File: config.mk
export PLATFORM = sky130hd
export DESIGN_NAME = scsr_regs
export DESIGN_NICKNAME = d
export VERILOG_FILES = /design/src/include/scsr_pkg.sv /design/src/hw/scsr_ring_ptr.sv /design/src/hw/scsr_aging_timer.sv /design/src/hw/scsr_regs.sv
export SDC_FILE = /design/constraint.sdc
export NUM_CORES = 1
export LEC_CHECK = 0
export BUFFER_PORTS_ARGS = -buffer_cell sky130_fd_sc_hd__buf_2
export CAP_MARGIN = 20
export CORE_MARGIN = 8
export CORE_UTILIZATION = 43
export CTS_CLUSTER_SIZE = 28
export DETAILED_ROUTE_END_ITERATION = 12
export GPL_ROUTABILITY_DRIVEN = 0
export GPL_TIMING_DRIVEN = 0
export MAX_ROUTING_LAYER = met4
export PLACE_DENSITY = 0.6
export SKIP_LAST_GASP = 1
export SLEW_MARGIN = 25
export SYNTH_ARGS = -nofsm -noshare
export SYNTH_HDL_FRONTEND = slang
export SYNTH_SLANG_ARGS = --single-unit
export TNS_END_PERCENT = 30
File: constraint.sdc
create_clock -name mclk -period 20 [get_ports mclk]
set_clock_uncertainty 0.1 [all_clocks]
set_input_delay 2 -clock mclk [delete_from_list [all_inputs] [get_ports mclk]]
set_output_delay 2 -clock mclk [all_outputs]
set_load 0.02 [all_outputs]
File: src/include/scsr_pkg.sv
`default_nettype none
package scsr_pkg;
  localparam logic [5:0] OFS_CONFIG   = 6'h00;
  localparam logic [5:0] OFS_STATUS   = 6'h04;
  localparam logic [5:0] OFS_MASK     = 6'h08;
  localparam logic [5:0] OFS_AGING    = 6'h0C;
  localparam logic [5:0] OFS_UNMATCH  = 6'h10;
  localparam logic [5:0] OFS_TX_RINGS = 6'h14;
  localparam logic [5:0] OFS_RX_RINGS = 6'h18;
  localparam logic [5:0] OFS_SW_RESET = 6'h38;

  localparam int CFG_AGING_EN   = 0;
  localparam int CFG_GRAN       = 1;
  localparam int CFG_ORDER_LO   = 2;
  localparam int CFG_RX_EN      = 4;
  localparam int CFG_TX_EN      = 5;
  localparam int CFG_SMALL_MAP  = 6;
  localparam int CFG_WIDTH      = 14;
  localparam logic [13:0] CFG_RESET = 14'h0000;
  localparam logic [1:0] ORDER_LITTLE = 2'h0;
  localparam logic [1:0] ORDER_BIG    = 2'h1;

  localparam int ST_TX_DONE   = 0;
  localparam int ST_SENT_WRAP = 1;
  localparam int ST_RCVD_WRAP = 2;
  localparam int ST_DISC_WRAP = 3;
  localparam int ST_PROT_WRAP = 4;
  localparam int ST_HDR_WRAP  = 5;
  localparam int ST_UNMATCH   = 6;
  localparam int ST_RX_DONE   = 7;
  localparam int ST_TRANSMIT_FREEZE    = 8;
  localparam int ST_RECEIVE_FREEZE    = 9;
  localparam int ST_BUS64     = 10;
  localparam int ST_EVENTS    = 10;
  localparam logic [31:0] MASK_IMPL = 32'hFFFF03FF;

  localparam int UH_VALID   = 28;
  localparam logic [27:0] UH_FIELD_MASK = 28'hFFFFC00;
  localparam int TX_RING_W  = 13;
  localparam int RX_RING_W  = 10;
  localparam int AGING_CNT_W = 15;
  localparam int RST_SYNC_STAGES = 2;
  localparam logic [3:0] SW_RESET_CYCLES = 4'hA;

  typedef struct packed {
    logic       sel;
    logic       wr;
    logic [5:0] addr;
    logic [31:0] wdata;
  } scsr_bus_req_t;

  typedef struct packed {
    logic rx_done;
    logic tx_done;
    logic tx_overflow;
    logic rx_overflow;
    logic hdr_err_wrap;
    logic protocol_wrap;
    logic discard_wrap;
    logic rcvd_wrap;
    logic sent_wrap;
  } scsr_events_t;
endpackage
`default_nettype wire

File: src/hw/scsr_ring_ptr.sv
`timescale 1ns/1ps
`default_nettype none
module scsr_ring_ptr
  import scsr_pkg::*;
#(
  parameter int W = 13
)(
  input  wire logic         mclk,
  input  wire logic         rst_n,
  input  wire logic         ce,
  input  wire logic         advance,
  input  wire logic [W-1:0] size_code,
  output logic      [W-1:0] ptr
);
  initial
  begin
    if (W < 1 || W > 16) $error("scsr_ring_ptr: bad width");
  end

  always_ff @(posedge mclk or negedge rst_n)
  begin
    if (!rst_n)
      ptr <= '0;
    else if (ce && advance)
    begin
      if (ptr == size_code)
        ptr <= '0;
      else
        ptr <= ptr + W'(1);
    end
  end
endmodule // scsr_ring_ptr
`default_nettype wire

File: src/hw/scsr_aging_timer.sv
`timescale 1ns/1ps
`default_nettype none
module scsr_aging_timer
  import scsr_pkg::*;
(
  input  wire logic                   mclk,
  input  wire logic                   rst_n,
  input  wire logic                   ce,
  input  wire logic                   enable,
  input  wire logic [15:0]            reload,
  input  wire logic [AGING_CNT_W-1:0] cycle_limit,
  output logic                        expire,
  output logic      [AGING_CNT_W-1:0] channel
);
  logic [15:0] count;

  // The count reloads while disabled so a fresh enable always waits a full period.
  always_ff @(posedge mclk or negedge rst_n)
  begin
    if (!rst_n)
    begin
      count  <= '0;
      expire <= 1'b0;
    end
    else if (ce)
    begin
      expire <= 1'b0;
      if (!enable)
        count <= reload;
      else if (count == 16'h0000)
      begin
        count  <= reload;
        expire <= 1'b1;
      end
      else
        count <= count - 16'h0001;
    end
  end

  always_ff @(posedge mclk or negedge rst_n)
  begin
    if (!rst_n)
      channel <= '0;
    else if (ce && expire)
    begin
      if (channel >= cycle_limit)
        channel <= '0;
      else
        channel <= channel + AGING_CNT_W'(1);
    end
  end
endmodule // scsr_aging_timer
`default_nettype wire

File: src/hw/scsr_regs.sv
`timescale 1ns/1ps
`default_nettype none
// Contract
// - Small map ORs address bit 14 down.
// - Transmit disable stops fetch, drains buffer.
// - Transmit enable resets low, freeze clears.
// - Receive disable drops all arriving cells.
// - Receive enable resets low, freeze clears.
// - Byte order 00 little, 01 big.
// - Granularity picks per-packet or per-buffer transmit done pulses.
// - Aging enable low stops all aging.
// - Status read clears low ten bits.
// - Ring overflows set freeze status bits.
// - Completions set receive and transmit done.
// - Header capture sets unmatched status bit.
// - Five counter wraps set status bits.
// - Bit 10 bus width, top mirrors bus.
// - Interrupt when masked status bit set.
// - Aging timer reloads, visits channels round robin.
// - Unmatched cells captured into header register.
// - Capture holds first value, clears on read.
// - Ring pointers wrap after size code.
module scsr_regs
  import scsr_pkg::*;
#(
  parameter int CM_ADDR_W = 15
)(
  input  wire logic                   mclk,
  input  wire logic                   reset_n,
  input  wire logic                   clk_en,
  input  wire scsr_bus_req_t          bus_req,
  output logic      [31:0]            bus_rdata,
  input  wire logic                   bus64_strap,
  input  wire logic [15:0]            bus_status,
  input  wire scsr_events_t           events,
  input  wire logic                   tx_packet_end,
  input  wire logic                   unmatched_valid,
  input  wire logic                   path_disabled,
  input  wire logic                   out_of_range,
  input  wire logic                   chan_off,
  input  wire logic [27:0]            unmatched_hdr,
  input  wire logic [CM_ADDR_W-1:0]   cm_addr_in,
  input  wire logic                   host_fetch_req,
  input  wire logic                   cell_arrive,
  input  wire logic                   tx_ring_quiet_adv,
  input  wire logic                   tx_ring_irq_adv,
  input  wire logic                   rx_ring_quiet_adv,
  input  wire logic                   rx_ring_irq_adv,
  output logic      [CM_ADDR_W-1:0]   control_memory_address,
  output logic                        host_fetch_grant,
  output logic                        cell_accept,
  output logic                        big_endian,
  output logic                        tx_done_irq_pulse,
  output logic                        aging_tick,
  output logic      [AGING_CNT_W-1:0] aging_channel,
  output logic      [TX_RING_W-1:0]   tx_quiet_ptr,
  output logic      [TX_RING_W-1:0]   tx_irq_ptr,
  output logic      [RX_RING_W-1:0]   rx_quiet_ptr,
  output logic      [RX_RING_W-1:0]   rx_irq_ptr,
  output logic                        irq
);
  initial
  begin
    if (CM_ADDR_W != 15) $error("scsr_regs: control memory address must be 15 bits");
  end

  logic [RST_SYNC_STAGES-1:0] rst_sync;
  logic                       rst_n;
  logic [3:0]                 sw_rst_cnt;
  logic                       sw_rst_active;
  logic [CFG_WIDTH-1:0]       config_reg;
  logic [ST_EVENTS-1:0]       event_status;
  logic [15:0]                pci_status;
  logic                       bus64_latched;
  logic                       strap_taken;
  logic [1:0]                 strap_sync;
  logic [1:0]                 strap_fill;
  logic [31:0]                event_mask;
  logic [15:0]                aging_reload_value;
  logic [15:0]                aging_cycle_limit;
  logic [28:0]                unmatched_header_capture;
  logic [15:0]                tx_done_ring_quiet_size;
  logic [15:0]                tx_done_ring_irq_size;
  logic [15:0]                rx_done_ring_quiet_size;
  logic [15:0]                rx_done_ring_irq_size;
  logic [31:0]                status_word;
  logic [31:0]                next_rdata;
  logic                       wr_hit;
  logic                       rd_hit;
  logic                       status_read;
  logic                       unmatch_read;
  logic                       capture;
  logic                       aging_expire;
  logic [AGING_CNT_W-1:0]     aging_chan_q;
  logic [ST_EVENTS-1:0]       set_bits;

  // Hardware reset is released through two flops; the software reset
  // extends it for a fixed count of cycles.
  always_ff @(posedge mclk or negedge reset_n)
  begin
    if (!reset_n)
      rst_sync <= '0;
    else
      rst_sync <= {rst_sync[RST_SYNC_STAGES-2:0], 1'b1};
  end

  always_ff @(posedge mclk or negedge reset_n)
  begin
    if (!reset_n)
      sw_rst_cnt <= 4'h0;
    else if (clk_en && bus_req.sel && bus_req.wr && bus_req.addr == OFS_SW_RESET)
      sw_rst_cnt <= SW_RESET_CYCLES;
    else if (sw_rst_cnt != 4'h0)
      sw_rst_cnt <= sw_rst_cnt - 4'h1;
  end

  assign sw_rst_active = (sw_rst_cnt != 4'h0);
  assign rst_n = rst_sync[RST_SYNC_STAGES-1] && !sw_rst_active;

  assign wr_hit       = clk_en && bus_req.sel && bus_req.wr;
  assign rd_hit       = clk_en && bus_req.sel && !bus_req.wr;
  assign status_read  = rd_hit && bus_req.addr == OFS_STATUS;
  assign unmatch_read = rd_hit && bus_req.addr == OFS_UNMATCH;

  // Configuration; freezes clear the enables and win over a host write.
  always_ff @(posedge mclk or negedge rst_n)
  begin
    if (!rst_n)
      config_reg <= CFG_RESET;
    else if (clk_en)
    begin
      if (wr_hit && bus_req.addr == OFS_CONFIG)
        config_reg <= bus_req.wdata[CFG_WIDTH-1:0];
      if (events.tx_overflow)
        config_reg[CFG_TX_EN] <= 1'b0;
      if (events.rx_overflow)
        config_reg[CFG_RX_EN] <= 1'b0;
    end
  end

  always_ff @(posedge mclk or negedge rst_n)
  begin
    if (!rst_n)
    begin
      event_mask              <= '0;
      aging_reload_value      <= '0;
      aging_cycle_limit       <= '0;
      tx_done_ring_quiet_size <= '0;
      tx_done_ring_irq_size   <= '0;
      rx_done_ring_quiet_size <= '0;
      rx_done_ring_irq_size   <= '0;
    end
    else if (wr_hit)
    begin
      unique case (bus_req.addr)
        OFS_MASK:
          event_mask <= bus_req.wdata & MASK_IMPL;
        OFS_AGING:
        begin
          aging_reload_value <= bus_req.wdata[31:16];
          aging_cycle_limit  <= {1'b0, bus_req.wdata[AGING_CNT_W-1:0]};
        end
        OFS_TX_RINGS:
        begin
          tx_done_ring_quiet_size <= {3'h0, bus_req.wdata[16+TX_RING_W-1:16]};
          tx_done_ring_irq_size   <= {3'h0, bus_req.wdata[TX_RING_W-1:0]};
        end
        OFS_RX_RINGS:
        begin
          rx_done_ring_quiet_size <= {6'h00, bus_req.wdata[16+RX_RING_W-1:16]};
          rx_done_ring_irq_size   <= {6'h00, bus_req.wdata[RX_RING_W-1:0]};
        end
        default:
        begin
        end
      endcase
    end
  end

  // Bus width strap is caught once it has crossed both flops after reset release.
  always_ff @(posedge mclk or negedge rst_n)
  begin
    if (!rst_n)
    begin
      strap_sync <= 2'h0;
      strap_fill <= 2'h0;
    end
    else if (clk_en)
    begin
      strap_sync <= {strap_sync[0], bus64_strap};
      strap_fill <= {strap_fill[0], 1'b1};
    end
  end

  always_ff @(posedge mclk or negedge rst_n)
  begin
    if (!rst_n)
    begin
      bus64_latched <= 1'b0;
      strap_taken   <= 1'b0;
    end
    else if (clk_en && strap_fill[1] && !strap_taken)
    begin
      bus64_latched <= strap_sync[1];
      strap_taken   <= 1'b1;
    end
  end

  always_ff @(posedge mclk or negedge rst_n)
  begin
    if (!rst_n)
      pci_status <= '0;
    else if (clk_en)
      pci_status <= bus_status;
  end

  assign capture = unmatched_valid && (path_disabled || out_of_range || chan_off);

  always_comb
  begin
    set_bits = '0;
    set_bits[ST_TX_DONE]   = events.tx_done;
    set_bits[ST_SENT_WRAP] = events.sent_wrap;
    set_bits[ST_RCVD_WRAP] = events.rcvd_wrap;
    set_bits[ST_DISC_WRAP] = events.discard_wrap;
    set_bits[ST_PROT_WRAP] = events.protocol_wrap;
    set_bits[ST_HDR_WRAP]  = events.hdr_err_wrap;
    set_bits[ST_UNMATCH]   = capture
                             && (unmatch_read || !unmatched_header_capture[UH_VALID]);
    set_bits[ST_RX_DONE]   = events.rx_done;
    set_bits[ST_TRANSMIT_FREEZE]    = events.tx_overflow;
    set_bits[ST_RECEIVE_FREEZE]    = events.rx_overflow;
  end

  // A set arriving with the clearing read wins, so no event is lost.
  always_ff @(posedge mclk or negedge rst_n)
  begin
    if (!rst_n)
      event_status <= '0;
    else if (clk_en)
    begin
      if (status_read)
        event_status <= set_bits;
      else
        event_status <= event_status | set_bits;
    end
  end

  // Only the first unmatched header is kept until the host reads it.
  always_ff @(posedge mclk or negedge rst_n)
  begin
    if (!rst_n)
      unmatched_header_capture <= '0;
    else if (clk_en)
    begin
      if (capture && (unmatch_read || !unmatched_header_capture[UH_VALID]))
        unmatched_header_capture <= {1'b1, unmatched_hdr & UH_FIELD_MASK};
      else if (unmatch_read)
        unmatched_header_capture <= '0;
    end
  end

  assign status_word = {pci_status, 5'h00, bus64_latched, event_status};

  always_comb
  begin
    next_rdata = 32'h00000000;
    unique case (bus_req.addr)
      OFS_CONFIG:   next_rdata = {18'h00000, config_reg};
      OFS_STATUS:   next_rdata = status_word;
      OFS_MASK:     next_rdata = event_mask;
      OFS_AGING:    next_rdata = {aging_reload_value, aging_cycle_limit};
      OFS_UNMATCH:  next_rdata = {3'h0, unmatched_header_capture};
      OFS_TX_RINGS: next_rdata = {tx_done_ring_quiet_size, tx_done_ring_irq_size};
      OFS_RX_RINGS: next_rdata = {rx_done_ring_quiet_size, rx_done_ring_irq_size};
      default:      next_rdata = 32'h00000000;
    endcase
  end

  always_ff @(posedge mclk or negedge rst_n)
  begin
    if (!rst_n)
      bus_rdata <= '0;
    else if (rd_hit)
      bus_rdata <= next_rdata;
  end

  // Datapath steering outputs, all registered.
  always_ff @(posedge mclk or negedge rst_n)
  begin
    if (!rst_n)
    begin
      control_memory_address <= '0;
      host_fetch_grant       <= 1'b0;
      cell_accept            <= 1'b0;
      big_endian             <= 1'b0;
      tx_done_irq_pulse      <= 1'b0;
      irq                    <= 1'b0;
    end
    else if (clk_en)
    begin
      control_memory_address <= cm_addr_in;
      if (config_reg[CFG_SMALL_MAP])
      begin
        control_memory_address[13] <= cm_addr_in[13] | cm_addr_in[14];
        control_memory_address[12] <= cm_addr_in[12] | cm_addr_in[14];
      end
      host_fetch_grant  <= host_fetch_req && config_reg[CFG_TX_EN];
      cell_accept       <= cell_arrive && config_reg[CFG_RX_EN];
      big_endian        <= config_reg[CFG_ORDER_LO+1:CFG_ORDER_LO] == ORDER_BIG;
      tx_done_irq_pulse <= events.tx_done
                           && (tx_packet_end || !config_reg[CFG_GRAN]);
      irq               <= |(status_word & event_mask);
    end
  end

  scsr_aging_timer u_aging (
    .mclk        (mclk),
    .rst_n       (rst_n),
    .ce          (clk_en),
    .enable      (config_reg[CFG_AGING_EN]),
    .reload      (aging_reload_value),
    .cycle_limit (aging_cycle_limit[AGING_CNT_W-1:0]),
    .expire      (aging_expire),
    .channel     (aging_chan_q)
  );

  always_ff @(posedge mclk or negedge rst_n)
  begin
    if (!rst_n)
    begin
      aging_tick    <= 1'b0;
      aging_channel <= '0;
    end
    else if (clk_en)
    begin
      aging_tick    <= aging_expire;
      aging_channel <= aging_chan_q;
    end
  end

  scsr_ring_ptr #(.W(TX_RING_W)) u_txq (
    .mclk (mclk), .rst_n (rst_n), .ce (clk_en), .advance (tx_ring_quiet_adv),
    .size_code (tx_done_ring_quiet_size[TX_RING_W-1:0]), .ptr (tx_quiet_ptr)
  );
  scsr_ring_ptr #(.W(TX_RING_W)) u_txi (
    .mclk (mclk), .rst_n (rst_n), .ce (clk_en), .advance (tx_ring_irq_adv),
    .size_code (tx_done_ring_irq_size[TX_RING_W-1:0]), .ptr (tx_irq_ptr)
  );
  scsr_ring_ptr #(.W(RX_RING_W)) u_rxq (
    .mclk (mclk), .rst_n (rst_n), .ce (clk_en), .advance (rx_ring_quiet_adv),
    .size_code (rx_done_ring_quiet_size[RX_RING_W-1:0]), .ptr (rx_quiet_ptr)
  );
  scsr_ring_ptr #(.W(RX_RING_W)) u_rxi (
    .mclk (mclk), .rst_n (rst_n), .ce (clk_en), .advance (rx_ring_irq_adv),
    .size_code (rx_done_ring_irq_size[RX_RING_W-1:0]), .ptr (rx_irq_ptr)
  );
endmodule // scsr_regs
`default_nettype wire

==> reports/qor.txt, run 1 <==
PWR
----------------------------------------------------------------------------------------
Switching portion of total power                                                  29.92%
Cell area power density                                                     95.31 nW/um^2
Worst IR drop on VDD                                                          0.06648 mV
Internal power                                                                   1200 uW
Clock share of power                                                               38.4%
Power share of the sequential group                                                44.4%
Comb power frac                                                                    17.1%
Leakage dissipation                                                          0.008938 uW
Power dissipated by switching net loads                                         512.5 uW

GRT
----------------------------------------------------------------------------------------
Number of global-route vias before repair                                         12,017
GR peak layer                                                                       met2
Largest net degree at the start of global routing                                     51
Met3 demand-to-capacity share in global routing                                   6.484%
Wire length of the first global-routing pass                                    74.31 mm
Routing usage on met2                                                             35.85%
Residual overflow from global routing                                                  0
Number of antenna violations at the first check in global routing                      8
GR Util met1                                                                      31.84%
Combined global-route utilization of all metal layers                             24.25%

TIMING
----------------------------------------------------------------------------------------
Relative slew margins                                                             33.39%
Period Utilization, post-route                                                    24.09%
Final min period                                                                4.818 ns
# setup viols final                                                                    0
Number of hold violations in the final report                                          0
Final Max Slew Viols                                                                   0
Highest attainable clock frequency                                            0.2075 GHz
Total Neg Setup Slack                                                               0 ns
Final critical-path setup slack                                                 15.18 ns
Slew at the pin with the worst max-slew slack                                  0.9992 ns
Unrepaired setup endpoints after global routing                                       no

CLOCK NETWORK
----------------------------------------------------------------------------------------
H-tree depth reported by CTS                                                           2
Inserted Clock Buffers                                                                37
Root buf cell                                                                  clkbuf_16
Clock Pin Slew Worst Setup and Hold Paths                                        0.06 ns
Count of hold-fix buffers inserted at cts                                              0
Resized Gates After CTS                                                                0
Max Root-Sink Buffers                                                                  3
Clock Sink Count                                                                     320
Number of setup buffers added after CTS                                                0
Source-to-sink clock delay at the later pin of the worst-skew pair               0.53 ns
TritonCTS clock tree                                                                done

LOGIC SYNTHESIS
----------------------------------------------------------------------------------------
Synth Area in Simple Gates                                                        10.87%
Most common flop cell mapped by yosys                                            dfrtp_1
Mean cell area of the mapped netlist                                          11.51 um^2
EDFF count, synth                                                                      0
Number of warnings printed during yosys synthesis                                      0
Complex-gate fraction of the synthesized area                                     12.79%
Number of distinct library cells after synthesis                                      61
Area of the mapped netlist                                                   14,900 um^2
Synthesized-area fraction occupied by xor and xnor cells                          5.348%
Gate count after technology mapping                                                1,295
Combinational family with the most area after synthesis                     compound AO/OA/AOI/OAI gates
Nets in the synthesized netlist                                                    1,442
Adder and majority cell fraction of the synthesized area                          2.015%
Sequential-to-total area share from yosys stat                                    53.73%
Proportion of synthesized area in mux cells                                       12.42%
Async set-or-reset flop fraction in the synthesized netlist                       100.0%
Flip-flop and latch count after synthesis                                            320

HOLD PATH
----------------------------------------------------------------------------------------
Kind of path behind the tightest hold check                                    reg2async

SETUP PATH
----------------------------------------------------------------------------------------
Critical Path Source Type                                                      input pin
Crit path capture type                                                              flop
Slowest library cell on the worst path                                          clkbuf_1
Crit path buffers/inverters                                                            5
Flop-to-flop setup slack                                                        17.33 ns
Worst EP required                                                               20.30 ns
Cell repeated most along the worst path                                         clkbuf_1
Crit-path max FO                                                                      10
Cell breakdown of the critical path                                         buf_2 -> clkbuf_2 -> clkbuf_1 -> clkbuf_1 -> buf_1 -> mux2_2
Critical path's largest stage delay                                              0.80 ns
Startpoint-to-endpoint class of the critical path                                 in2reg
Critical path's top delay family                                            buffers and inverters
Data arrival time of the critical path                                           5.12 ns

FINAL LAYOUT
----------------------------------------------------------------------------------------
FILL cells                                                                         3,084
Register with the highest flop count                                           bus_rdata
Layout cell share with drive strength beyond 1                                    29.26%
Post-Route Utilization                                                            52.29%
Largest registers                                                           bus_rdata: 32 flops, event_mask: 26 flops, unmatched_header_capture: 19 flops
Area growth from synthesis to layout                                              20.59%
Max reg flops                                                                         32
Net count of the finished layout                                                   1,711

DIE
----------------------------------------------------------------------------------------
Number of standard-cell rows in the floorplan                                         68
Die area                                                                     40,870 um^2
Core outline area                                                            34,370 um^2
I/O pin total                                                                        237
Width of the die                                                                202.2 um
Y dimension of the die                                                          202.2 um
Starting utilization of the core area                                             43.36%

ROUTING
----------------------------------------------------------------------------------------
WL per Instance                                                                 23.91 um
Total via count in the routed design                                              11,739
DRC Markers                                                                            0
Pre-Repair DR Iteration Count                                                          5
Remaining antenna violation count                                                      0
Total Wirelength                                                                48.99 mm
Via-per-instance ratio                                                             5.729
Number of DRC markers after the initial detailed-route iteration                   1,020

STATUS
----------------------------------------------------------------------------------------
Outcome                                                                        completed

PLACEMENT
----------------------------------------------------------------------------------------
Pre-CTS worst setup slack                                                       14.42 ns
Total half-perimeter wirelength after legalization and detailed placement       36.73 mm
Number of port buffers                                                               223

FLOW RUN
----------------------------------------------------------------------------------------
Number of maximum-capacitance constraint violations                                    0

[routing by layer]
metal / vias up / share of wire (%)
li1: 5278 / -
met4: 0 / 3.6
met5: - / 0
met1: 5912 / 43
met2: 451 / 45
met3: 98 / 8.8
[worst paths after layout]
kind	cells past startpoint	endpoint	startpoint
setup / recovery	6	control_memory_address[11]	clk_en
setup reg to reg	6	u_aging.count[14]	u_aging.count[7]
hold reg to reg	1	cell_accept	rst_sync[1]
min in group mclk	0	rst_sync[1]	rst_sync[0]
max in group asynchronous	9	control_memory_address[4]	sw_rst_cnt[0]
hold / removal	1	cell_accept	rst_sync[1]
[logic make-up after synthesis]
group                    Yosys count
AO/OA/AOI/OAI                    263
buffers and inverters            104
adder cells (fa/ha/maj)           24
other                              1
AND/OR/NAND/NOR                  326
XOR/XNOR                          91
multiplexers                     166
flip-flops                       320
[layout make-up]
cell class | instances | area (um^2) | share of cell area (%)
multi-input combinational | 871 | 6489 | 36.10
buffer | 61 | 257.7 | 1.434
tap | 455 | 569.3 | 3.167
timing repair buffer | 230 | 1294 | 7.198
clock buffer | 53 | 1129 | 6.279
inverter | 43 | 161.4 | 0.8980
antenna | 8 | 20.02 | 0.1114
clock inverter | 8 | 46.29 | 0.2576
sequential | 320 | 8008 | 44.55
[through the flow]
| step | power, uW | hold WS (ns) | std cells | area, um^2 |
|---|---|---|---|---|
| 2_1_floorplan | 942.1 | 0.2312 | 1295 | 14900 |
| 3_3_place_gp | 1045 | 0.2328 | 1973 | 16590 |
| 3_5_place_dp | 1067 | 0.1422 | 1980 | 16770 |
| 4_1_cts | 1726 | 0.1472 | 2041 | 17950 |
| 5_1_grt | 1794 | 0.1644 | 2049 | 17970 |
| 6_report | 1713 | 0.1330 | 2049 | 17970 |
[Yosys cell counts (9+ instances only)]
cell type,count,area [um^2]
mux2i_1,14,140.1
nor4_1,19,118.9
nor2_1,78,292.8
nand3_1,58,290.3
a21o_1,9,67.56
dfrtp_1,320,8008
nand2_1,72,270.3
xor2_1,53,464.2
a22oi_1,78,585.6
clkbuf_1,47,176.4
nor3_1,19,95.09
and3_1,14,87.58
a22o_1,61,534.3
nand4_1,17,106.4
xnor2_1,38,332.8
mux2_2,152,1712
a21oi_1,23,115.1
ha_1,24,300.3
inv_1,43,161.4
buf_2,9,45.04
o21ai_0,51,255.2
[cells in the final DEF, fill, tap and decap left out, types with 17 or more instances in the layout]
cell type and count:
dfrtp_1 320, buf_2 232, mux2_2 152, nor2_1 78
a22oi_1 78, nand2_1 72, a22o_1 61, nand3_1 58
xor2_1 53, o21ai_0 51, clkbuf_1 49, inv_1 43
clkbuf_16 39, xnor2_1 38, ha_1 24, a21oi_1 23
nor3_1 19, nor4_1 18, nand4_1 17
[power groups by stage]
| stage | Combinational (uW) | Sequential [uW] | Clock, uW |
|---|---|---|---|
| after floorplan | 165 | 777 | 0 |
| after global placement | 273 | 773 | 0 |
| after detailed placement | 296 | 771 | 0 |
| after CTS | 297 | 760 | 669 |
| after global routing | 329 | 768 | 696 |
| final | 293 | 761 | 659 |
No activity file was read; power rests on OpenSTA's default activity.
==> run 2: changes to the inputs <==
Settings changed: PLACE_DENSITY 0.6 to 0.63.
Clock period 20 ns to 4.2 ns, I/O delays scaled along.
==> run 2 against run 1 <==
  * Register-to-register slack got worse by 16 ns
  * Worst hold slack worse by 0.10 ns
  * First-iteration DRC count is 8.8% higher
  * Clock power increased to 4.8 times the previous value
  * Critical endpoint is now control_memory_address[9]
  * Cell area hardly changed
  * Utilization about the same
  * Largest cell class unchanged
  * Setup slack worse by 14 ns
  * Critical path depth is the same
==> reports/qor.txt, run 2 (synthesis results as in run 1) <==
PWR
----------------------------------------------------------------------------------------
Clock share of power                                                               38.7%   was 38.4%
Leakage dissipation                                                          0.008938 uW   about the same
Total Power                                                                      8214 uW   was 1713 uW
Switching portion of total power                                                  29.67%   was 29.92%
Worst IR drop on VDD                                                           0.2888 mV   was 0.06648 mV
Internal power                                                                   5777 uW   was 1200 uW
Power share of the sequential group                                                44.2%   was 44.4%
Comb power frac                                                                    17.1%   about the same
Power dissipated by switching net loads                                          2437 uW   was 512.5 uW
Cell area power density                                                     456.8 nW/um^2   was 95.31 nW/um^2

DIE
----------------------------------------------------------------------------------------
Number of standard-cell rows in the floorplan                                         68   unchanged
Width of the die                                                                202.2 um   unchanged
Die area                                                                     40,870 um^2   unchanged
I/O pin total                                                                        237   unchanged
Starting utilization of the core area                                             43.36%   unchanged
Y dimension of the die                                                          202.2 um   unchanged
Core outline area                                                            34,370 um^2   unchanged

CLOCK NETWORK
----------------------------------------------------------------------------------------
Clock Sink Count                                                                     320   unchanged
Inserted Clock Buffers                                                                37   unchanged
TritonCTS clock tree                                                                done   unchanged
Clock Pin Slew Worst Setup and Hold Paths                                        0.06 ns   about the same
Source-to-sink clock delay at the later pin of the worst-skew pair               0.51 ns   was 0.53 ns
H-tree depth reported by CTS                                                           2   unchanged
Root buf cell                                                                  clkbuf_16   unchanged
Max Root-Sink Buffers                                                                  3   unchanged

FINAL LAYOUT
----------------------------------------------------------------------------------------
Register with the highest flop count                                           bus_rdata   unchanged
Net count of the finished layout                                                   1,712   was 1,711
Total area of multi-input combinational cells                                  6489 um^2   unchanged
Max reg flops                                                                         32   unchanged
FILL cells                                                                         3,116   was 3,084
Post-layout instance area                                                    17,980 um^2   was 17,970 um^2
Most common library cell in the layout ignoring fill and taps                    dfrtp_1   unchanged
Area growth from synthesis to layout                                              20.64%   was 20.59%
Largest registers                                                           bus_rdata: 32 flops, event_mask: 26 flops, unmatched_header_capture: 19 flops   unchanged
Layout cell share with drive strength beyond 1                                    29.09%   was 29.26%
Most used cells in the layout excluding fill and tap cells                  dfrtp_1, buf_2, mux2_2, nor2_1, a22oi_1   unchanged
Reg area                                                                       8008 um^2   unchanged

GRT
----------------------------------------------------------------------------------------
Number of global-route vias before repair                                         12,188   was 12,017
Residual overflow from global routing                                                  0   unchanged
Number of antenna violations at the first check in global routing                      6   was 8
Largest net degree at the start of global routing                                     52   was 51
Combined global-route utilization of all metal layers                             24.00%   was 24.25%
Wire length of the first global-routing pass                                    74.24 mm   was 74.31 mm

SETUP PATH
----------------------------------------------------------------------------------------
Critical Path Source Type                                                      input pin   unchanged
Startpoint-to-endpoint class of the critical path                                 in2reg   unchanged
Crit-path max FO                                                                      10   unchanged
Crit path capture type                                                              flop   unchanged
Data arrival time of the critical path                                           3.46 ns   was 5.12 ns
Worst EP required                                                                4.49 ns   was 20.30 ns

ROUTING
----------------------------------------------------------------------------------------
Pre-Repair DR Iteration Count                                                          7   was 5
Remaining antenna violation count                                                      0   unchanged
Number of DRC markers after the initial detailed-route iteration                   1,110   was 1,020
DRC Markers                                                                            0   unchanged
Total Wirelength                                                                48.56 mm   was 48.99 mm
Via-per-instance ratio                                                             5.732   was 5.729
WL per Instance                                                                 23.70 um   was 23.91 um
Total via count in the routed design                                              11,745   was 11,739

TIMING
----------------------------------------------------------------------------------------
Number of hold violations in the final report                                          0   unchanged
Final Max Slew Viols                                                                   0   unchanged
Period Utilization, post-route                                                    75.33%
Highest attainable clock frequency                                            0.3161 GHz
Unrepaired setup endpoints after global routing                                       no   unchanged
Final min period                                                                3.164 ns
Post-route worst hold slack                                                   0.03222 ns   was 0.1330 ns
Relative slew margins                                                             31.36%   was 33.39%
# setup viols final                                                                    0   unchanged
Slew at the pin with the worst max-slew slack                                   1.030 ns   was 0.9992 ns

STATUS
----------------------------------------------------------------------------------------
Outcome                                                                        completed   unchanged

FLOW RUN
----------------------------------------------------------------------------------------
Number of maximum-capacitance constraint violations                                    0   unchanged

HOLD PATH
----------------------------------------------------------------------------------------
Kind of path behind the tightest hold check                                       in2reg   was reg2async

PLACEMENT
----------------------------------------------------------------------------------------
Standard cell area after detailed placement                                  16,760 um^2   was 16,770 um^2
Total half-perimeter wirelength after legalization and detailed placement       36.55 mm   was 36.73 mm
Number of port buffers                                                               223   unchanged

## run 2: power by group through the flow
stage | Combinational, uW | Sequential [uW] | Clock, uW
final | 1400 | 3630 | 3180
after global routing | 1560 | 3660 | 3360
after CTS | 1410 | 3630 | 3230
after detailed placement | 1400 | 3680 | 0
after global placement | 1300 | 3670 | 0
after floorplan | 786 | 3690 | 0
## run 2: timing repair
action / 4_1_cts / 5_1_grt
endpoints found under the setup margin: 0 / 0
endpoints found under the hold margin: 6 / 0
hold buffers: 1 / 0
setup buffers: 0 / 0
resized for setup: 0 / 0
## run 2: final cells by class
class | instances | area share (%)
antenna | 6 | 0.08350
buffer | 61 | 1.426
clock buffer | 50 | 5.810
clock inverter | 12 | 0.7863
inverter | 43 | 0.8976
multi-input combinational | 871 | 36.09
sequential | 320 | 44.53
tap | 455 | 3.166
timing repair buffer | 231 | 7.209
## run 2: metrics by stage
stage	std cells	utilization (%)	setup TNS, ns	setup slack (ns)
final	2049	52.31	0	1.036
after global routing	2049	52.31	0	0.8971
after CTS	2043	52.25	0	1.010
after floorplan	1295	-	0	0.2590
after global placement	1973	48.27	-333.36	-1.090
after detailed placement	1980	48.77	0	0.4675
## run 2: worst paths after layout
path / end / startpoint / slack, ns / cells past startpoint
worst min-delay path: unmatched_header_capture[11] / unmatched_hdr[11] / 0.03 / 2
worst max-delay path: control_memory_address[9] / clk_en / 1.04 / 6
min in group asynchronous: control_memory_address[13] / rst_sync[1] / 0.13 / 1
max in group asynchronous: bus_rdata[11] / sw_rst_cnt[0] / 2.00 / 8
worst min register to register: control_memory_address[13] / rst_sync[1] / 0.13 / 1
worst max register to register: u_aging.count[7] / u_aging.count[7] / 1.55 / 6
## run 2: metal layers
layer | up-vias | GRT usage (%) | part of all wire, %
li1 | 5272 | - | -
met1 | 5933 | 31.63 | 44
met2 | 454 | 36.16 | 45
met3 | 86 | 6.196 | 8.3
met4 | 0 | 7.226 | 2.8
met5 | - | - | 0
## run 2: worst max-delay path: stages
cell      delay [ns]
buf_2           0.10
clkbuf_2        0.43
clkbuf_1        0.70
clkbuf_1        0.61
buf_1           0.76
mux2_2          0.42
==> run 3: changes to the inputs <==
Settings changed: PLACE_DENSITY 0.63 to 0.6.
Clock period 4.2 ns to 3.2 ns, I/O delays scaled along.
==> run 3 against run 2 <==
  * Die area is the same
  * Via count grew 2.1%
  * Flip-flop and latch count is the same
  * Power grew 35%
  * Largest power group unchanged
==> reports/qor.txt, run 3 (synthesis results as in run 1) <==
DIE
----------------------------------------------------------------------------------------
Starting utilization of the core area                                             43.36%   unchanged
Number of standard-cell rows in the floorplan                                         68   unchanged
Core outline area                                                            34,370 um^2   unchanged
I/O pin total                                                                        237   unchanged
Die area                                                                     40,870 um^2   unchanged
Width of the die                                                                202.2 um   unchanged
Y dimension of the die                                                          202.2 um   unchanged

PLACEMENT
----------------------------------------------------------------------------------------
Number of port buffers                                                               223   unchanged
Number of cells in the design after placement                                      1,979   was 1,980
Total half-perimeter wirelength after legalization and detailed placement       36.60 mm   was 36.55 mm

HOLD PATH
----------------------------------------------------------------------------------------
Worst hold path stage count                                                            2   unchanged
Kind of path behind the tightest hold check                                       in2reg   unchanged

ROUTING
----------------------------------------------------------------------------------------
Remaining antenna violation count                                                      0   unchanged
Total via count in the routed design                                              11,997   was 11,745
WL per Instance                                                                 23.30 um   was 23.70 um
Number of DRC markers after the initial detailed-route iteration                     930   was 1,110
Pre-Repair DR Iteration Count                                                          7   unchanged
Via-per-instance ratio                                                             5.630   was 5.732
Total Wirelength                                                                49.65 mm   was 48.56 mm
DRC Markers                                                                            0   unchanged

FINAL LAYOUT
----------------------------------------------------------------------------------------
Layout cell share with drive strength beyond 1                                    28.00%   was 29.09%
Register with the highest flop count                                           bus_rdata   unchanged
Largest registers                                                           bus_rdata: 32 flops, event_mask: 26 flops, unmatched_header_capture: 19 flops   unchanged
Area growth from synthesis to layout                                              26.75%   was 20.64%
Most common library cell in the layout ignoring fill and taps                    dfrtp_1   unchanged
Most used cells in the layout excluding fill and tap cells                  dfrtp_1, buf_2, mux2_2, dlygate4sd3_1, a22oi_1   was dfrtp_1, buf_2, mux2_2, nor2_1, a22oi_1
Net count of the finished layout                                                   1,795   was 1,712
Max reg flops                                                                         32   unchanged
Final standard cell count with taps included and fillers excluded                  2,131   was 2,049

FLOW RUN
----------------------------------------------------------------------------------------
Number of maximum-capacitance constraint violations                                    0   unchanged

SETUP PATH
----------------------------------------------------------------------------------------
Number of cells on the worst reg-to-reg path                                           6   unchanged
Worst EP required                                                                3.55 ns   was 4.49 ns
Crit path capture type                                                              flop   unchanged
Cell breakdown of the critical path                                         buf_2 -> clkbuf_2 -> nand3b_1 -> a311o_1 -> inv_1 -> clkbuf_1 -> a22o_1   was buf_2 -> clkbuf_2 -> clkbuf_1 -> clkbuf_1 -> buf_1 -> mux2_2
Slowest library cell on the worst path                                          clkbuf_1   was buf_1
Total stage count of the critical path                                                 7   was 6
Critical Path Source Type                                                      input pin   unchanged
Critical path's largest stage delay                                              0.62 ns   was 0.76 ns
Critical path's top delay family                                            buffers and inverters   unchanged
Startpoint-to-endpoint class of the critical path                                 in2reg   unchanged
Crit path buffers/inverters                                                            4   was 5
Data arrival time of the critical path                                           3.03 ns   was 3.46 ns
Crit-path max FO                                                                      19   was 10

GRT
----------------------------------------------------------------------------------------
Number of antenna violations at the first check in global routing                      1   was 6
Number of global-route vias before repair                                         12,523   was 12,188
Largest net degree at the start of global routing                                     51   was 52
Combined global-route utilization of all metal layers                             24.73%   was 24.00%
Residual overflow from global routing                                                  0   unchanged
Wire length of the first global-routing pass                                    76.71 mm   was 74.24 mm

PWR
----------------------------------------------------------------------------------------
Leakage dissipation                                                          0.009318 uW   was 0.008938 uW
Total Power                                                                    11,050 uW   was 8214 uW
Worst IR drop on VDD                                                           0.3639 mV   was 0.2888 mV
Cell area power density                                                     584.9 nW/um^2   was 456.8 nW/um^2

TIMING
----------------------------------------------------------------------------------------
# setup viols final                                                                    0   unchanged
Final min period                                                                2.676 ns
Final Max Slew Viols                                                                   0   unchanged
Slew at the pin with the worst max-slew slack                                   1.039 ns   was 1.030 ns
Highest attainable clock frequency                                            0.3736 GHz
Unrepaired setup endpoints after global routing                                       no   unchanged
Number of hold violations in the final report                                          0   unchanged
Relative slew margins                                                             30.72%   was 31.36%
Period Utilization, post-route                                                    83.63%

CLOCK NETWORK
----------------------------------------------------------------------------------------
Clock Sink Count                                                                     320   unchanged
Inserted Clock Buffers                                                                37   unchanged
Clock Pin Slew Worst Setup and Hold Paths                                        0.06 ns   about the same
H-tree depth reported by CTS                                                           2   unchanged
Source-to-sink clock delay at the later pin of the worst-skew pair               0.53 ns   was 0.51 ns
Max Root-Sink Buffers                                                                  3   unchanged
Root buf cell                                                                  clkbuf_16   unchanged
TritonCTS clock tree                                                                done   unchanged

STATUS
----------------------------------------------------------------------------------------
Outcome                                                                        completed   unchanged

-- run 3: changes by cell type in the layout (fill, tap and decap cells not counted), sizes merged --
cell / previous run / this run
diode: 6 / 1
inv: 43 / 44
buf: 244 / 243
dlygate4sd3: 1 / 86
clkinv: 8 / 5
clkbuf: 97 / 103
bufinv: 3 / 2
-- run 3: final cells by class --
cell class	instances	area (um^2)
Antenna cell	1	2.502
Buffer	60	252.7
Clock buffer	57	1154
Clock inverter	9	101.3
Fill cell	3024	15480
Inverter	43	161.4
Multi-Input combinational cell	871	6516
Sequential cell	320	8008
Tap cell	455	569.3
Timing Repair Buffer	315	2127
-- run 3: where the power goes --
part / switching (uW) / internal [uW] / total [uW]
sequential: 433 / 4340 / 4780
combinational: 1140 / 796 / 1940
clock: 1690 / 2640 / 4330
-- run 3: metal layers --
layer	global-route usage [%]	up-vias	routed length (um)
li1	-	5450	-
met1	32.77	6006	21690
met2	37.64	442	22660
met3	5.427	99	3716
met4	7.770	0	1580
met5	-	-	0
-- run 3: worst paths after layout --
check	from	end	slack (ns)
setup / recovery	clk_en	bus_rdata[7]	0.52
hold / removal	bus_req[25]	tx_done_ring_quiet_size[9]	0.01
setup reg to reg	u_aging.count[7]	u_aging.count[5]	0.62
hold reg to reg	rst_sync[0]	rst_sync[1]	0.25
max in group asynchronous	sw_rst_cnt[0]	bus_rdata[18]	0.84
min in group asynchronous	reset_n	sw_rst_cnt[2]	0.07
-- run 3: timing repair --
action / CTS / global route
gates resized for setup: 0 / 0
setup buffers: 0 / 0
endpoints found under the setup margin: 7 / 0
hold endpoints to repair: 123 / 0
hold buffers: 86 / 0
-- run 3: per-stage QoR --
step	setup slack [ns]	utilization, %	instance area, um^2	setup TNS [ns]	hold WS, ns
floorplan	-0.6259	-	14930	-196.53	-0.07559
global placement	-2.006	48.35	16620	-700.67	0.05577
detailed placement	-0.5971	48.79	16770	-22.31	0.05460
CTS	0.5930	54.94	18880	0	0.0003639
global route	0.4542	54.96	18890	0	0.008265
finish	0.5237	54.96	18890	0	0.01191
